File: src/hw/dtc_pkg.sv
// Constants and types for the dual timer/counter block
package dtc_pkg;
  // ----------------------------------------------------------------
  // Register map
  // ----------------------------------------------------------------
  localparam logic [7:0] ADDR_RUN_FLAG_CTRL = 8'h88;
  localparam logic [7:0] ADDR_MODE_SELECT   = 8'h89;
  localparam logic [7:0] ADDR_U0_LOW        = 8'h8a;
  localparam logic [7:0] ADDR_U1_LOW        = 8'h8b;
  localparam logic [7:0] ADDR_U0_HIGH       = 8'h8c;
  localparam logic [7:0] ADDR_U1_HIGH       = 8'h8d;
  localparam logic [7:0] ADDR_IRQ_STATUS    = 8'h8e;
  localparam logic [7:0] ADDR_IRQ_MASK      = 8'h8f;
  localparam logic [7:0] RESET_BYTE         = 8'h00;

  // ----------------------------------------------------------------
  // Control register bit positions
  // ----------------------------------------------------------------
  localparam int BIT_U1_OVF    = 7;
  localparam int BIT_U1_RUN    = 6;
  localparam int BIT_U0_OVF    = 5;
  localparam int BIT_U0_RUN    = 4;
  localparam int BIT_IRQ1_EDGE = 3;
  localparam int BIT_IRQ1_TYPE = 2;
  localparam int BIT_IRQ0_EDGE = 1;
  localparam int BIT_IRQ0_TYPE = 0;

  // Mode select fields, per unit nibble: gate, source, mode high, mode low
  localparam int BIT_GATE     = 3;
  localparam int BIT_SOURCE   = 2;
  localparam int BIT_MODE_HI  = 1;
  localparam int BIT_MODE_LO  = 0;
  localparam int UNIT_NIBBLE  = 4;

  // ----------------------------------------------------------------
  // Timing
  // ----------------------------------------------------------------
  localparam int CLOCKS_PER_MACHINE_CYCLE = 12;
  localparam int PRESCALE_BITS            = 5;
  localparam logic [3:0] MC_LAST          = 4'(CLOCKS_PER_MACHINE_CYCLE - 1);
  localparam logic [7:0] LOW_PRESCALE_MASK = 8'h1f;

  typedef enum logic [1:0] {
    DTC_MODE_13BIT  = 2'b00,
    DTC_MODE_16BIT  = 2'b01,
    DTC_MODE_RELOAD = 2'b10,
    DTC_MODE_SPLIT  = 2'b11
  } dtc_mode_t;
endpackage : dtc_pkg

File: src/hw/dtc_top.sv
// Dual 16-bit timer/counter with register port and interrupt requests
//
// Function
// RULE1: timer counts once per twelve core clocks
// RULE2: falling edge seen over two machine cycles
// RULE3: source bit picks pin edges or cycles
// RULE4: gate bit adds pin-high qualification
// RULE5: two-bit mode field selects four modes
// RULE6: mode 0 is 5-bit prescaler plus byte
// RULE7: wrap to zero sets overflow flag
// RULE8: count only when run and gate ok
// RULE9: run bit never changes the count
// RULE10: mode 1 uses full sixteen bits
// RULE11: mode 2 reloads low byte from high
// RULE12: unit 1 mode 3 freezes count
// RULE13: unit 0 low byte independent in mode 3
// RULE14: unit 0 high byte uses unit 1 controls
// RULE15: unit 1 still counts, without flag
// RULE16: flags set by hardware, cleared twice ways
// RULE17: run bit starts and stops counting
// RULE18: external interrupt bits in low nibble
// RULE19: overflow flags exported, acknowledge clears
`timescale 1ns/1ns
`default_nettype none

module dtc_top (
  // Clock and reset
  input  wire logic       clk,
  input  wire logic       rst,
  // Register port
  input  wire logic [7:0] addr,
  input  wire logic [7:0] wdata,
  input  wire logic       wr,
  input  wire logic       rd,
  output logic      [7:0] rdata,
  // External pins
  input  wire logic       unit0_external_input,
  input  wire logic       unit1_external_input,
  // Interrupt controller
  input  wire logic       ack0,
  input  wire logic       ack1,
  output logic            ovf_irq0,
  output logic            ovf_irq1,
  output logic            irq
);

  // ----------------------------------------------------------------
  // State
  // ----------------------------------------------------------------
  typedef struct packed {
    logic [7:0] ctrl;
    logic [7:0] mode_sel;
    logic [7:0] lo0;
    logic [7:0] hi0;
    logic [7:0] lo1;
    logic [7:0] hi1;
    logic [3:0] mc_cnt;
    logic [1:0] s0;
    logic [1:0] s1;
    logic [1:0] sync_pin0;
    logic [1:0] sync_pin1;
    logic       samp0;
    logic       samp1;
    logic [1:0] status;
    logic [1:0] mask;
    logic [7:0] rdata;
  } dtc_state_t;

  dtc_state_t st;
  dtc_state_t next_st;

  logic       mc_tick;
  logic       pin0;
  logic       pin1;
  logic       fall0;
  logic       fall1;
  logic [3:0] nib0;
  logic [3:0] nib1;
  dtc_pkg::dtc_mode_t mode0;
  dtc_pkg::dtc_mode_t mode1;
  logic       run0;
  logic       run1;
  logic       pulse0;
  logic       pulse1;
  logic       pulse_hi0;
  logic       set_ovf0;
  logic       set_ovf1;
  logic       ovf_u1;
  logic [16:0] sum16;
  logic [8:0]  sum8;
  logic [8:0]  sum8b;

  assign pin0     = st.sync_pin0[1];
  assign pin1     = st.sync_pin1[1];
  assign nib0     = st.mode_sel[dtc_pkg::UNIT_NIBBLE-1:0];
  assign nib1     = st.mode_sel[2*dtc_pkg::UNIT_NIBBLE-1:dtc_pkg::UNIT_NIBBLE];
  assign mode0    = dtc_pkg::dtc_mode_t'(nib0[dtc_pkg::BIT_MODE_HI:dtc_pkg::BIT_MODE_LO]);
  assign mode1    = dtc_pkg::dtc_mode_t'(nib1[dtc_pkg::BIT_MODE_HI:dtc_pkg::BIT_MODE_LO]);
  assign ovf_irq0 = st.ctrl[dtc_pkg::BIT_U0_OVF];
  assign ovf_irq1 = st.ctrl[dtc_pkg::BIT_U1_OVF];
  assign rdata    = st.rdata;
  assign irq      = |(st.status & st.mask);

  // ----------------------------------------------------------------
  // Machine cycle and edge detection
  // ----------------------------------------------------------------
  // RULE1: machine cycle enable
  assign mc_tick = (st.mc_cnt == dtc_pkg::MC_LAST);
  // RULE2: edge needs high then low on two samples
  assign fall0 = mc_tick && st.samp0 && !pin0;
  assign fall1 = mc_tick && st.samp1 && !pin1;

  // RULE4: run qualified by gate and pin level
  // RULE8: count enable
  // RULE17: run bit starts and stops
  assign run0 = st.ctrl[dtc_pkg::BIT_U0_RUN] && (!nib0[dtc_pkg::BIT_GATE] || pin0);
  assign run1 = st.ctrl[dtc_pkg::BIT_U1_RUN] && (!nib1[dtc_pkg::BIT_GATE] || pin1);
  // RULE3: choose pin edges or machine cycles
  assign pulse0 = run0 && (nib0[dtc_pkg::BIT_SOURCE] ? fall0 : mc_tick);
  // RULE12: unit 1 frozen in its own mode 3
  assign pulse1 = run1 && (mode1 != dtc_pkg::DTC_MODE_SPLIT)
                  && (nib1[dtc_pkg::BIT_SOURCE] ? fall1 : mc_tick);
  // RULE14: split high byte times cycles under unit 1 run
  assign pulse_hi0 = st.ctrl[dtc_pkg::BIT_U1_RUN] && mc_tick;

  // ----------------------------------------------------------------
  // Next state
  // ----------------------------------------------------------------
  always_comb begin
    next_st  = st;
    set_ovf0 = 1'b0;
    set_ovf1 = 1'b0;
    ovf_u1   = 1'b0;
    sum16    = 17'h00000;
    sum8     = 9'h000;
    sum8b    = 9'h000;

    next_st.mc_cnt    = mc_tick ? 4'h0 : st.mc_cnt + 4'h1;
    next_st.sync_pin0 = {st.sync_pin0[0], unit0_external_input};
    next_st.sync_pin1 = {st.sync_pin1[0], unit1_external_input};
    if (mc_tick) begin
      next_st.samp0 = pin0;
      next_st.samp1 = pin1;
    end

    // RULE5: unit 0 mode decode
    unique case (mode0)
      dtc_pkg::DTC_MODE_13BIT: begin
        // RULE6: 5-bit prescaler carries into high byte
        if (pulse0) begin
          sum8 = {1'b0, st.lo0 & dtc_pkg::LOW_PRESCALE_MASK} + 9'h001;
          next_st.lo0 = {st.lo0[7:dtc_pkg::PRESCALE_BITS],
                         sum8[dtc_pkg::PRESCALE_BITS-1:0]};
          if (sum8[dtc_pkg::PRESCALE_BITS]) begin
            sum8b = {1'b0, st.hi0} + 9'h001;
            next_st.hi0 = sum8b[7:0];
            set_ovf0 = sum8b[8];
          end
        end
      end
      dtc_pkg::DTC_MODE_16BIT: begin
        // RULE10: full 16-bit count
        if (pulse0) begin
          sum16 = {1'b0, st.hi0, st.lo0} + 17'h00001;
          {next_st.hi0, next_st.lo0} = sum16[15:0];
          set_ovf0 = sum16[16];
        end
      end
      dtc_pkg::DTC_MODE_RELOAD: begin
        // RULE11: reload low from high on overflow
        if (pulse0) begin
          sum8 = {1'b0, st.lo0} + 9'h001;
          next_st.lo0 = sum8[8] ? st.hi0 : sum8[7:0];
          set_ovf0 = sum8[8];
        end
      end
      dtc_pkg::DTC_MODE_SPLIT: begin
        // RULE13: low byte keeps unit 0 controls
        if (pulse0) begin
          sum8 = {1'b0, st.lo0} + 9'h001;
          next_st.lo0 = sum8[7:0];
          set_ovf0 = sum8[8];
        end
        // RULE14: high byte raises unit 1 flag
        if (pulse_hi0) begin
          sum8b = {1'b0, st.hi0} + 9'h001;
          next_st.hi0 = sum8b[7:0];
          set_ovf1 = sum8b[8];
        end
      end
    endcase

    // Unit 1; a split unit 1 mode 3 is held by pulse1 being low
    if (pulse1) begin
      unique case (mode1)
        dtc_pkg::DTC_MODE_13BIT: begin
          sum16 = {4'h0, st.hi1, st.lo1[dtc_pkg::PRESCALE_BITS-1:0]} + 17'h00001;
          next_st.lo1 = {st.lo1[7:dtc_pkg::PRESCALE_BITS],
                         sum16[dtc_pkg::PRESCALE_BITS-1:0]};
          next_st.hi1 = sum16[dtc_pkg::PRESCALE_BITS+7:dtc_pkg::PRESCALE_BITS];
          ovf_u1 = sum16[dtc_pkg::PRESCALE_BITS+8];
        end
        dtc_pkg::DTC_MODE_16BIT: begin
          sum16 = {1'b0, st.hi1, st.lo1} + 17'h00001;
          {next_st.hi1, next_st.lo1} = sum16[15:0];
          ovf_u1 = sum16[16];
        end
        dtc_pkg::DTC_MODE_RELOAD: begin
          sum8 = {1'b0, st.lo1} + 9'h001;
          next_st.lo1 = sum8[8] ? st.hi1 : sum8[7:0];
          ovf_u1 = sum8[8];
        end
        dtc_pkg::DTC_MODE_SPLIT: begin
          ovf_u1 = 1'b0;
        end
      endcase
    end
    // RULE15: unit 1 loses its flag while unit 0 is split
    if (mode0 != dtc_pkg::DTC_MODE_SPLIT) begin
      set_ovf1 = ovf_u1;
    end

    // RULE9: only writes preset the count
    if (wr) begin
      unique case (addr)
        dtc_pkg::ADDR_RUN_FLAG_CTRL: next_st.ctrl     = wdata;
        dtc_pkg::ADDR_MODE_SELECT:   next_st.mode_sel = wdata;
        dtc_pkg::ADDR_U0_LOW:        next_st.lo0      = wdata;
        dtc_pkg::ADDR_U1_LOW:        next_st.lo1      = wdata;
        dtc_pkg::ADDR_U0_HIGH:       next_st.hi0      = wdata;
        dtc_pkg::ADDR_U1_HIGH:       next_st.hi1      = wdata;
        dtc_pkg::ADDR_IRQ_STATUS:    next_st.status   = st.status & ~wdata[1:0];
        dtc_pkg::ADDR_IRQ_MASK:      next_st.mask     = wdata[1:0];
        default: ;
      endcase
    end

    // RULE16: acknowledge clears, set wins over any clear
    // RULE19: service acknowledge per unit
    if (ack0) next_st.ctrl[dtc_pkg::BIT_U0_OVF] = 1'b0;
    if (ack1) next_st.ctrl[dtc_pkg::BIT_U1_OVF] = 1'b0;
    // RULE7: overflow sets the flag
    if (set_ovf0) next_st.ctrl[dtc_pkg::BIT_U0_OVF] = 1'b1;
    if (set_ovf1) next_st.ctrl[dtc_pkg::BIT_U1_OVF] = 1'b1;
    if (set_ovf0) next_st.status[0] = 1'b1;
    if (set_ovf1) next_st.status[1] = 1'b1;

    // Read data stands in the cycle after the strobe only
    next_st.rdata = dtc_pkg::RESET_BYTE;
    if (rd) begin
      unique case (addr)
        // RULE18: external interrupt bits held in the low nibble
        dtc_pkg::ADDR_RUN_FLAG_CTRL: next_st.rdata = st.ctrl;
        dtc_pkg::ADDR_MODE_SELECT:   next_st.rdata = st.mode_sel;
        dtc_pkg::ADDR_U0_LOW:        next_st.rdata = st.lo0;
        dtc_pkg::ADDR_U1_LOW:        next_st.rdata = st.lo1;
        dtc_pkg::ADDR_U0_HIGH:       next_st.rdata = st.hi0;
        dtc_pkg::ADDR_U1_HIGH:       next_st.rdata = st.hi1;
        dtc_pkg::ADDR_IRQ_STATUS:    next_st.rdata = {6'h00, st.status};
        dtc_pkg::ADDR_IRQ_MASK:      next_st.rdata = {6'h00, st.mask};
        default:                     next_st.rdata = dtc_pkg::RESET_BYTE;
      endcase
    end
  end

  always_ff @(posedge clk or posedge rst) begin
    if (rst) begin
      st <= '0;
    end else begin
      st <= next_st;
    end
  end

  // ----------------------------------------------------------------
  // Checks
  // ----------------------------------------------------------------
  a_mc_period: assert property (@(posedge clk) disable iff (rst) // RULE1
    mc_tick |=> !mc_tick [*8] ##1 !mc_tick [*3] ##1 mc_tick)
    else $error("machine cycle not twelve clocks");

  a_ovf_sets_flag: assert property (@(posedge clk) disable iff (rst) // RULE7
    set_ovf0 |=> ovf_irq0)
    else $error("unit 0 overflow flag not set");

  a_u1_freeze: assert property (@(posedge clk) disable iff (rst) // RULE12
    (mode1 == dtc_pkg::DTC_MODE_SPLIT && !wr) |=> $stable({st.hi1, st.lo1}))
    else $error("unit 1 count moved in mode 3");

  a_stop_holds: assert property (@(posedge clk) disable iff (rst) // RULE17
    (!st.ctrl[dtc_pkg::BIT_U0_RUN] && !wr && mode0 != dtc_pkg::DTC_MODE_SPLIT)
      |=> $stable({st.hi0, st.lo0}))
    else $error("unit 0 counted while stopped");

  a_reload_value: assert property (@(posedge clk) disable iff (rst) // RULE11
    (mode0 == dtc_pkg::DTC_MODE_RELOAD && set_ovf0 && !wr)
      |=> st.lo0 == $past(st.hi0) && st.hi0 == $past(st.hi0))
    else $error("reload did not copy high byte");

  a_gate_blocks: assert property (@(posedge clk) disable iff (rst) // RULE8
    (nib0[dtc_pkg::BIT_GATE] && !pin0) |-> !pulse0)
    else $error("gated unit 0 counted with pin low");

  a_split_u1_flag: assert property (@(posedge clk) disable iff (rst) // RULE15
    (mode0 == dtc_pkg::DTC_MODE_SPLIT && ovf_u1 && !pulse_hi0) |-> !set_ovf1)
    else $error("unit 1 raised its flag while unit 0 split");

  a_ack_clears: assert property (@(posedge clk) disable iff (rst) // RULE16
    (ack0 && !set_ovf0) |=> !ovf_irq0)
    else $error("acknowledge did not clear unit 0 flag");

  a_irq_level: assert property (@(posedge clk) disable iff (rst) // RULE19
    $rose(st.status[0]) && st.mask[0] |-> irq)
    else $error("interrupt not raised for unmasked status");

  a_gate_holds: assert property (@(posedge clk) disable iff (rst) // RULE4
    (nib0[dtc_pkg::BIT_GATE] && !pin0 && mode0 != dtc_pkg::DTC_MODE_SPLIT && !wr)
      |=> $stable({st.hi0, st.lo0}))
    else $error("gated unit 0 count moved with pin low");

  a_u1_ovf_flag: assert property (@(posedge clk) disable iff (rst) // RULE7
    set_ovf1 |=> ovf_irq1)
    else $error("unit 1 overflow flag not set");

  a_status_set: assert property (@(posedge clk) disable iff (rst) // RULE16
    set_ovf0 |=> st.status[0])
    else $error("unit 0 status bit not set on overflow");

  a_ack1_clears: assert property (@(posedge clk) disable iff (rst) // RULE19
    (ack1 && !set_ovf1) |=> !ovf_irq1)
    else $error("acknowledge did not clear unit 1 flag");

  a_run_keeps_count: assert property (@(posedge clk) disable iff (rst) // RULE9
    (wr && addr == dtc_pkg::ADDR_RUN_FLAG_CTRL && !pulse0 && mode0 != dtc_pkg::DTC_MODE_SPLIT)
      |=> $stable({st.hi0, st.lo0}))
    else $error("control write changed unit 0 count");

  a_u1_stop_holds: assert property (@(posedge clk) disable iff (rst) // RULE17
    (!st.ctrl[dtc_pkg::BIT_U1_RUN] && !wr) |=> $stable({st.hi1, st.lo1}))
    else $error("unit 1 counted while stopped");

  a_split_high_step: assert property (@(posedge clk) disable iff (rst) // RULE14
    (mode0 == dtc_pkg::DTC_MODE_SPLIT && pulse_hi0 && !wr)
      |=> st.hi0 == $past(st.hi0) + 8'h01)
    else $error("split high byte did not step by one");

  a_split_low_step: assert property (@(posedge clk) disable iff (rst) // RULE13
    (mode0 == dtc_pkg::DTC_MODE_SPLIT && pulse0 && !wr)
      |=> st.lo0 == $past(st.lo0) + 8'h01)
    else $error("split low byte did not step by one");

  a_wide_step: assert property (@(posedge clk) disable iff (rst) // RULE10
    (mode0 == dtc_pkg::DTC_MODE_16BIT && pulse0 && !wr)
      |=> {st.hi0, st.lo0} == $past({st.hi0, st.lo0}) + 16'h0001)
    else $error("unit 0 16-bit count did not step by one");

  a_u0_step13: assert property (@(posedge clk) disable iff (rst) // RULE6
    (mode0 == dtc_pkg::DTC_MODE_13BIT && pulse0 && !wr)
      |=> {st.hi0, st.lo0[dtc_pkg::PRESCALE_BITS-1:0]}
          == $past({st.hi0, st.lo0[dtc_pkg::PRESCALE_BITS-1:0]}) + 13'h0001)
    else $error("unit 0 13-bit count did not step by one");

  a_prescale_top: assert property (@(posedge clk) disable iff (rst) // RULE6
    (mode0 == dtc_pkg::DTC_MODE_13BIT && !wr)
      |=> $stable(st.lo0[7:dtc_pkg::PRESCALE_BITS]))
    else $error("unused low byte bits moved in 13-bit mode");

  a_u1_reload_value: assert property (@(posedge clk) disable iff (rst) // RULE11
    (mode1 == dtc_pkg::DTC_MODE_RELOAD && ovf_u1 && !wr)
      |=> st.lo1 == $past(st.hi1))
    else $error("unit 1 reload did not copy high byte");

  a_pin_fall: assert property (@(posedge clk) disable iff (rst) // RULE2
    fall0 |-> $past(pin0, dtc_pkg::CLOCKS_PER_MACHINE_CYCLE) && !pin0)
    else $error("unit 0 edge seen without high then low samples");

endmodule : dtc_top
`default_nettype wire

File: config.mk
export PLATFORM = sky130hd
export DESIGN_NAME = dtc_top
export DESIGN_NICKNAME = d
export VERILOG_FILES = /design/src/hw/dtc_pkg.sv /design/src/hw/dtc_top.sv
export SDC_FILE = /design/constraint.sdc
export NUM_CORES = 1
export LEC_CHECK = 0
export ABC_AREA = 1
export ABC_CLOCK_PERIOD_IN_PS = 4350
export BUFFER_PORTS_ARGS = -buffer_cell sky130_fd_sc_hd__buf_2
export CAP_MARGIN = 5
export CORE_UTILIZATION = 40
export DETAILED_ROUTE_END_ITERATION = 7
export PLACE_DENSITY = 0.63
export SLEW_MARGIN = 15
export SYNTH_ARGS = -nofsm -noshare
export SYNTH_HDL_FRONTEND = slang
export SYNTH_SLANG_ARGS = --single-unit
File: constraint.sdc
create_clock -name clk -period 4.35 [get_ports clk]
set_clock_uncertainty 0.2 [all_clocks]
set_input_delay 0.6525 -clock clk [delete_from_list [all_inputs] [get_ports clk]]
set_output_delay 0.6525 -clock clk [all_outputs]
set_load 0.005 [all_outputs]
==> reports/metrics.cfg, run 1 <==
[worst_setup_path]
setup.reg_to_reg.worst_slack_ns=1.74
timing.critical_path.arrival_ns=2.65
critPathRequiredTime_ns=4.39
highest_fanout_seen_on_the_critical_path=13
worstReg2RegEnd=st[55]$_DFF_PP0_
timing.critical_path.to=st[55]$_DFF_PP0_
worst_path_max_delay_cell=sky130_fd_sc_hd__nand3_1
worstSetupStartpoint=st[22]$_DFF_PP0_
timing.critical_path.cells=ha_1, nand3_2, inv_1, nand3_1, nor2_1, nand3_1, o21ai_0, nand2_1, nand3_1, nand2_1
crit_path_end_kind=flip-flop
r2r_cells=10
worst_setup_path_start_kind=flip-flop
worst_reg2reg_path_startpoint=st[22]$_DFF_PP0_
cpPeakStageDelay_ns=0.51
classification_of_the_worst_setup_path=reg2reg
critPathMostFrequentCell=sky130_fd_sc_hd__nand3_1

[routing]
drt_wl_total_mm=18.2
vias=5848
drtIter0Drc=692
drtPass1Iterations=6
remaining_drc_errors=0
final_routed_wire_length_divided_by_cell_count_um=17.2
post_drt_via_cell_ratio=5.53
antenna_violating_nets_post_route=0

[timing]
hold-worst-slack_ns=0.0409
tns_ns=0
worst_slew_margin_rel_pct=31.8
layout_min_cycle_time_ns=2.61
finalHoldViolations=0
report.final.slew_viol_count=0
unrepaired_setup_endpoints_after_global_routing=no
setup_viol_count_final=0
worstMarginPinSlew_ns=1.02
min_period_over_period_pct=60.0
fmax_mhz=383

[global_routing]
grt_pass1_vias=5072
grt_use_total_pct=26.9
grt_max_degree=31
grt.overflow.total=0
antenna_found_initial=0
grt_first_pass_wirelength_mm=28.9

[synth]
synth_async_sr_flop_share_pct=100
synthDistinctLibCells=36
postSynthAreaPerCell_um2=6.33
syn_nets=882
synth_sequential_area_ratio_pct=32.4
synth-edff-count=0
synth_flop_cell=sky130_fd_sc_hd__dfrtp_1
synth.yosys.warnings=0
post-synth-top-area-cell=sky130_fd_sc_hd__dfrtp_1
synth_top_cells_by_area=sky130_fd_sc_hd__dfrtp_1 32%, sky130_fd_sc_hd__nand2_1 17%, sky130_fd_sc_hd__nand3_1 8.5%
synthesis.instances=854
synthDominantCellAreaShare_pct=32.4
ys_ff_latch=70
syn-cell-area_um2=5400

[clock_tree]
cts.clk_slew.worst_paths_ns=0.07
postCtsSetupBuffers=0
cts.hold.buffers_added=0
tritoncts=yes
cts-root-to-sink-buffers=2
cts.htree.levels=3
clock_sink_count=70
cts_root_buffer=sky130_fd_sc_hd__clkbuf_16
clk_latency_ns=0.35
cts_buffers=9
resized_after_cts=0

[pwr]
total_power_uw=2570
worst_ir_drop_vdd_uv=211
power.static_leakage_uw=0.00286
pwr_density_cell_nw_per_um2=428

[placed_design]
detailedPlacementHpwl_mm=13.5
globalplace.congestion=0.969
port_buffers=34
postPlaceCellArea_um2=5650

[floorplan]
fp.coreArea_um2=13200
floorplan.rows=42
design.die.area_um2=14000
start_util_pct=41.0
io_pins=35
floorplan.die.height_um=118
die_width_um=118

[outcome]
status=completed

[layout]
layout.cell_area.non_filler_um2=5990
fraction_of_final_layout_cells_sized_beyond_drive_strength_1_pct=10.4
n_diodes=0
post_route_utilization_pct=45.4
fillers=1389
syn_to_final_growth_pct=10.8
finalNetCount=904

[run]
cap_viol_max_count=0

[worst_hold_path]
hold_class=in2async

## cells by family (layout without fill, tap and decap cells)
logic type      count (synthesis)  after routing  share of synthesized area, %
compound gates                152            152                          16.0
xor+xnor                        6              6                         0.972
fa+ha+maj                       4              4                         0.926
buf+inv                       143            170                          11.1
flops                          70             70                          32.4
simple gates                  479            479                          38.6
## synthesized netlist by cell type, types with 4 or more instances
master                     number
sky130_fd_sc_hd__nand2_1      248
sky130_fd_sc_hd__inv_1        110
sky130_fd_sc_hd__nand3_1       92
sky130_fd_sc_hd__nor2_1        92
sky130_fd_sc_hd__dfrtp_1       70
sky130_fd_sc_hd__o21ai_0       61
sky130_fd_sc_hd__a21oi_1       43
sky130_fd_sc_hd__o22ai_1       16
sky130_fd_sc_hd__nand4_1       13
sky130_fd_sc_hd__o211ai_1      12
sky130_fd_sc_hd__buf_2         11
sky130_fd_sc_hd__nor2_2        10
sky130_fd_sc_hd__buf_4          9
sky130_fd_sc_hd__nor3_1         9
sky130_fd_sc_hd__inv_2          8
sky130_fd_sc_hd__o21ai_2        8
sky130_fd_sc_hd__xor2_1         6
sky130_fd_sc_hd__a31oi_1        4
sky130_fd_sc_hd__ha_1           4
sky130_fd_sc_hd__nand3_2        4
## power breakdown
| group | total [uW] | switching, uW | internal (uW) |
|---|---|---|---|
| Clock | 837 | 304 | 533 |
| Combinational | 764 | 511 | 253 |
| Sequential | 964 | 203 | 761 |
## state kept, by name, indices dropped and copies added, names as in the netlist
| register | cells |
|---|---|
| st | 48 |
| nib0 | 2 |
| nib1 | 2 |
| ovf_irq1 | 1 |
| next_st | 2 |
| pin0 | 1 |
| pin1 | 1 |
| ovf_irq0 | 1 |
| rdata | 8 |
| mode1 | 2 |
| mode0 | 2 |
## cell usage in the layout (no fill, tap or decap), types with 10 or more instances in the layout
| cell | count |
|---|---|
| sky130_fd_sc_hd__nand3_1 | 92 |
| sky130_fd_sc_hd__nor2_1 | 92 |
| sky130_fd_sc_hd__buf_2 | 34 |
| sky130_fd_sc_hd__a21oi_1 | 43 |
| sky130_fd_sc_hd__nand2_1 | 248 |
| sky130_fd_sc_hd__nand4_1 | 13 |
| sky130_fd_sc_hd__dfrtp_1 | 70 |
| sky130_fd_sc_hd__nor2_2 | 10 |
| sky130_fd_sc_hd__o211ai_1 | 12 |
| sky130_fd_sc_hd__o21ai_0 | 61 |
| sky130_fd_sc_hd__o22ai_1 | 16 |
| sky130_fd_sc_hd__inv_1 | 109 |
## stage by stage
stage | setup WS [ns] | cells
after floorplan | 1.73 | 854
after global placement | 1.71 | 1041
after detailed placement | 1.68 | 1041
after CTS | 1.79 | 1057
after global routing | 1.48 | 1057
final | 1.74 | 1057
## worst max-delay path: cells and delay by family, from the launching register on
family	cells	cell delay, ns
AND/OR/NAND/NOR	7	1.47
buffers and inverters	1	0.13
flip-flops	1	0.36
adder cells (fa/ha/maj)	1	0.23
AO/OA/AOI/OAI	1	0.10
## worst min-delay path by stage
stage          slack (ns)                to
3_5_place_dp         0.14    pin1$_DFF_PP0_
6_report             0.04  st[24]$_DFF_PP0_
5_1_grt              0.05  st[24]$_DFF_PP0_
2_1_floorplan        0.13    pin0$_DFF_PP0_
3_3_place_gp         0.13    pin1$_DFF_PP0_
4_1_cts              0.05  st[24]$_DFF_PP0_
## area by class of cell
| cell class | count | area (um2) | share of cell area, % |
|---|---|---|---|
| Clock buffer | 11 | 253 | 4.22 |
| Clock inverter | 5 | 81.3 | 1.36 |
| Inverter | 118 | 443 | 7.40 |
| Multi-Input combinational cell | 641 | 3050 | 51.0 |
| Sequential cell | 70 | 1750 | 29.3 |
| Tap cell | 176 | 220 | 3.68 |
| Timing Repair Buffer | 36 | 185 | 3.09 |
## routing by layer
layer / vias to the layer above / track usage [%] / part of all wire (%)
met5: - / 0 / 0
met4: 0 / 8.41 / 2.1
met3: 29 / 5.21 / 11
met2: 336 / 39.2 / 43
met1: 2661 / 39.8 / 45
li1: 2822 / - / -
Power figures use the tool's default switching activity.
==> inputs of run 2 (changes only) <==
- ABC_CLOCK_PERIOD_IN_PS: 4350 -> 2500
- clock period: 4.35 -> 2.5 ns (I/O delays scaled with it)
==> run 2 against run 1 <==
The run now ends with design-rule violations left. Count of clock-buffer cells in the layout decreased by 1. Sequential power up 70%. Maximum frequency rose by 16%. Non-clock buffer count increased by 17. Via count is 0.14% higher. Total power up 70%. Global-route usage decreased by 0.099 points. Worst hold slack got worse by 0.029 ns. Sequential cell count did not move. First-iteration DRC count shrank 12%. Final cell count is 1.6% higher. Critical path type unchanged. Largest power group unchanged.
==> reports/metrics.cfg, run 2 (synthesis gave the netlist of run 1 again) <==
[layout]
final_common_cell=sky130_fd_sc_hd__nand2_1
fraction_of_final_layout_cells_sized_beyond_drive_strength_1_pct=11.7
layout.cell_area.non_filler_um2=6100
mostFrequentLayoutCells=248 x sky130_fd_sc_hd__nand2_1, 109 x sky130_fd_sc_hd__inv_1, 92 x sky130_fd_sc_hd__nor2_1, 92 x sky130_fd_sc_hd__nand3_1, 70 x sky130_fd_sc_hd__dfrtp_1
finalNetCount=921
syn_to_final_growth_pct=13.0
fillers=1390
largest_register=st
n_diodes=0
flip_flop_count_of_the_largest_register_after_layout=48

[routing]
remaining_drc_errors=1
routedLengthMet1_mm=8.18
detailroute.wirelength.met3_mm=1.70
routed.top_layer=met4
drtIter0Drc=608
final_routed_wire_length_divided_by_cell_count_um=16.9
drtPass1Iterations=7
antenna_violating_nets_post_route=0
drt_wl_total_mm=18.1
met2RoutedLength_mm=7.68
vias=5856
post_drt_via_cell_ratio=5.45

[global_routing]
grt_pass1_vias=5323
grt_use_total_pct=26.8
grt.overflow.total=0
grt_first_pass_wirelength_mm=28.8
grt_max_degree=71
antenna_found_initial=0

[pwr]
internal_power_uw=2580
power.static_leakage_uw=0.00293
switching_share_pct=40.8
pwr-share-comb_pct=32.8
worst_ir_drop_vdd_uv=443
seq_power_share_pct=37.5
share_clk_of_total_power_pct=29.7
power.net_switching_uw=1780
pwr_density_cell_nw_per_um2=714

[worst_setup_path]
classification_of_the_worst_setup_path=reg2reg
timing.critical_path.arrival_ns=2.26
timing.critical_path.to=st[27]$_DFF_PP0_
worstSetupStartpoint=st[22]$_DFF_PP0_
setup.reg_to_reg.worst_slack_ns=0.24
worst_setup_path_start_kind=flip-flop
critPathRequiredTime_ns=2.51
worst_reg2reg_path_startpoint=st[22]$_DFF_PP0_
worstReg2RegEnd=st[27]$_DFF_PP0_
highest_fanout_seen_on_the_critical_path=10
crit_path_end_kind=flip-flop
r2r_cells=8

[clock_tree]
clk_latency_ns=0.35
clock_sink_count=70
cts.clk_slew.worst_paths_ns=0.06
cts_root_buffer=sky130_fd_sc_hd__clkbuf_16
tritoncts=yes
cts_buffers=9
postCtsSetupBuffers=0
cts-root-to-sink-buffers=2
cts.htree.levels=3

[timing]
setup_viol_count_final=0
fmax_mhz=443
worst_slew_margin_rel_pct=48.4
finalHoldViolations=0
layout_min_cycle_time_ns=2.26
report.final.slew_viol_count=0
worstMarginPinSlew_ns=0.774
tns_ns=0
unrepaired_setup_endpoints_after_global_routing=no
min_period_over_period_pct=90.2
hold-worst-slack_ns=0.0115

[placed_design]
detailedPlacementHpwl_mm=13.3
globalplace.congestion=0.965
port_buffers=34
postPlaceCellArea_um2=5780

[floorplan]
design.die.area_um2=14000
io_pins=35
fp.coreArea_um2=13200
die_width_um=118
floorplan.rows=42
floorplan.die.height_um=118
start_util_pct=41.0

[outcome]
status=complete, but fails checks
violations_in_the_final_reports=design-rule violations

[run]
cap_viol_max_count=0

[worst_hold_path]
hold_class=in2reg

[run 2: changes by cell type in the layout (fill, tap and decap cells not counted), sizes merged]
cell         delta
buf            +14
bufinv          -1
clkbuf          -1
clkinv          +3
clkinvlp        -1
dlygate4sd3     +3
[run 2: area by class of cell]
class	count	area, um2	share of cell area [%]
Clock buffer	10	229	3.75
Clock inverter	6	62.6	1.02
Inverter	118	443	7.26
Multi-Input combinational cell	641	3050	50.0
Sequential cell	70	1750	28.7
Tap cell	176	220	3.61
Timing Repair Buffer	53	345	5.66
[run 2: layer usage]
| metal | vias to the layer above | global-route usage, % |
|---|---|---|
| met5 | - | 0 |
| met4 | 0 | 11.4 |
| li1 | 2859 | - |
| met1 | 2658 | 38.5 |
| met2 | 298 | 38.8 |
| met3 | 41 | 5.65 |
[run 2: worst max-delay path: stages (launching register included)]
cell and delay [ns]:
sky130_fd_sc_hd__dfrtp_1 0.37, sky130_fd_sc_hd__ha_1 0.22, sky130_fd_sc_hd__nand4_1 0.25, sky130_fd_sc_hd__inv_2 0.21
sky130_fd_sc_hd__nand2_1 0.19, sky130_fd_sc_hd__nor2_2 0.26, sky130_fd_sc_hd__inv_2 0.17, sky130_fd_sc_hd__a21oi_1 0.16
sky130_fd_sc_hd__a22oi_1 0.08
[run 2: stage by stage]
stage	worst slack [ns]	cells	utilization [%]	power, uW
6_report	0.245	1074	46.3	4360
5_1_grt	0.0777	1074	46.3	4630
4_1_cts	0.272	1074	46.3	4350
3_5_place_dp	0.300	1055	43.8	3030
3_3_place_gp	0.334	1055	43.8	3040
2_1_floorplan	0.157	854	-	2560
[run 2: worst min path at each step]
stage / startpoint / cells after the start / slack (ns) / to
after CTS: ack0 / 2 / 0.005 / ovf_irq0$_DFFE_PP0P_
after floorplan: next_st[17]$_DFF_PP0_ / 0 / 0.13 / pin0$_DFF_PP0_
after global routing: ack1 / 2 / 0.04 / ovf_irq1$_DFFE_PP0P_
after global placement: next_st[17]$_DFF_PP0_ / 0 / 0.13 / pin0$_DFF_PP0_
final: ack0 / 2 / 0.01 / ovf_irq0$_DFFE_PP0P_
after detailed placement: next_st[17]$_DFF_PP0_ / 0 / 0.14 / pin0$_DFF_PP0_
[run 2: power by group through the flow]
| stage | combinational (uW) | clock [uW] | sequential (uW) |
|---|---|---|---|
| finish | 1430 | 1290 | 1640 |
| global route | 1610 | 1360 | 1660 |
| CTS | 1410 | 1320 | 1620 |
| detailed placement | 1390 | 0 | 1640 |
| global placement | 1400 | 0 | 1640 |
| floorplan | 1050 | 0 | 1510 |
[run 2: repair_timing]
| action | CTS | global route |
|---|---|---|
| endpoints found under the hold margin | 72 | 0 |
| resized for setup | 0 | 0 |
| hold buffers | 3 | 0 |
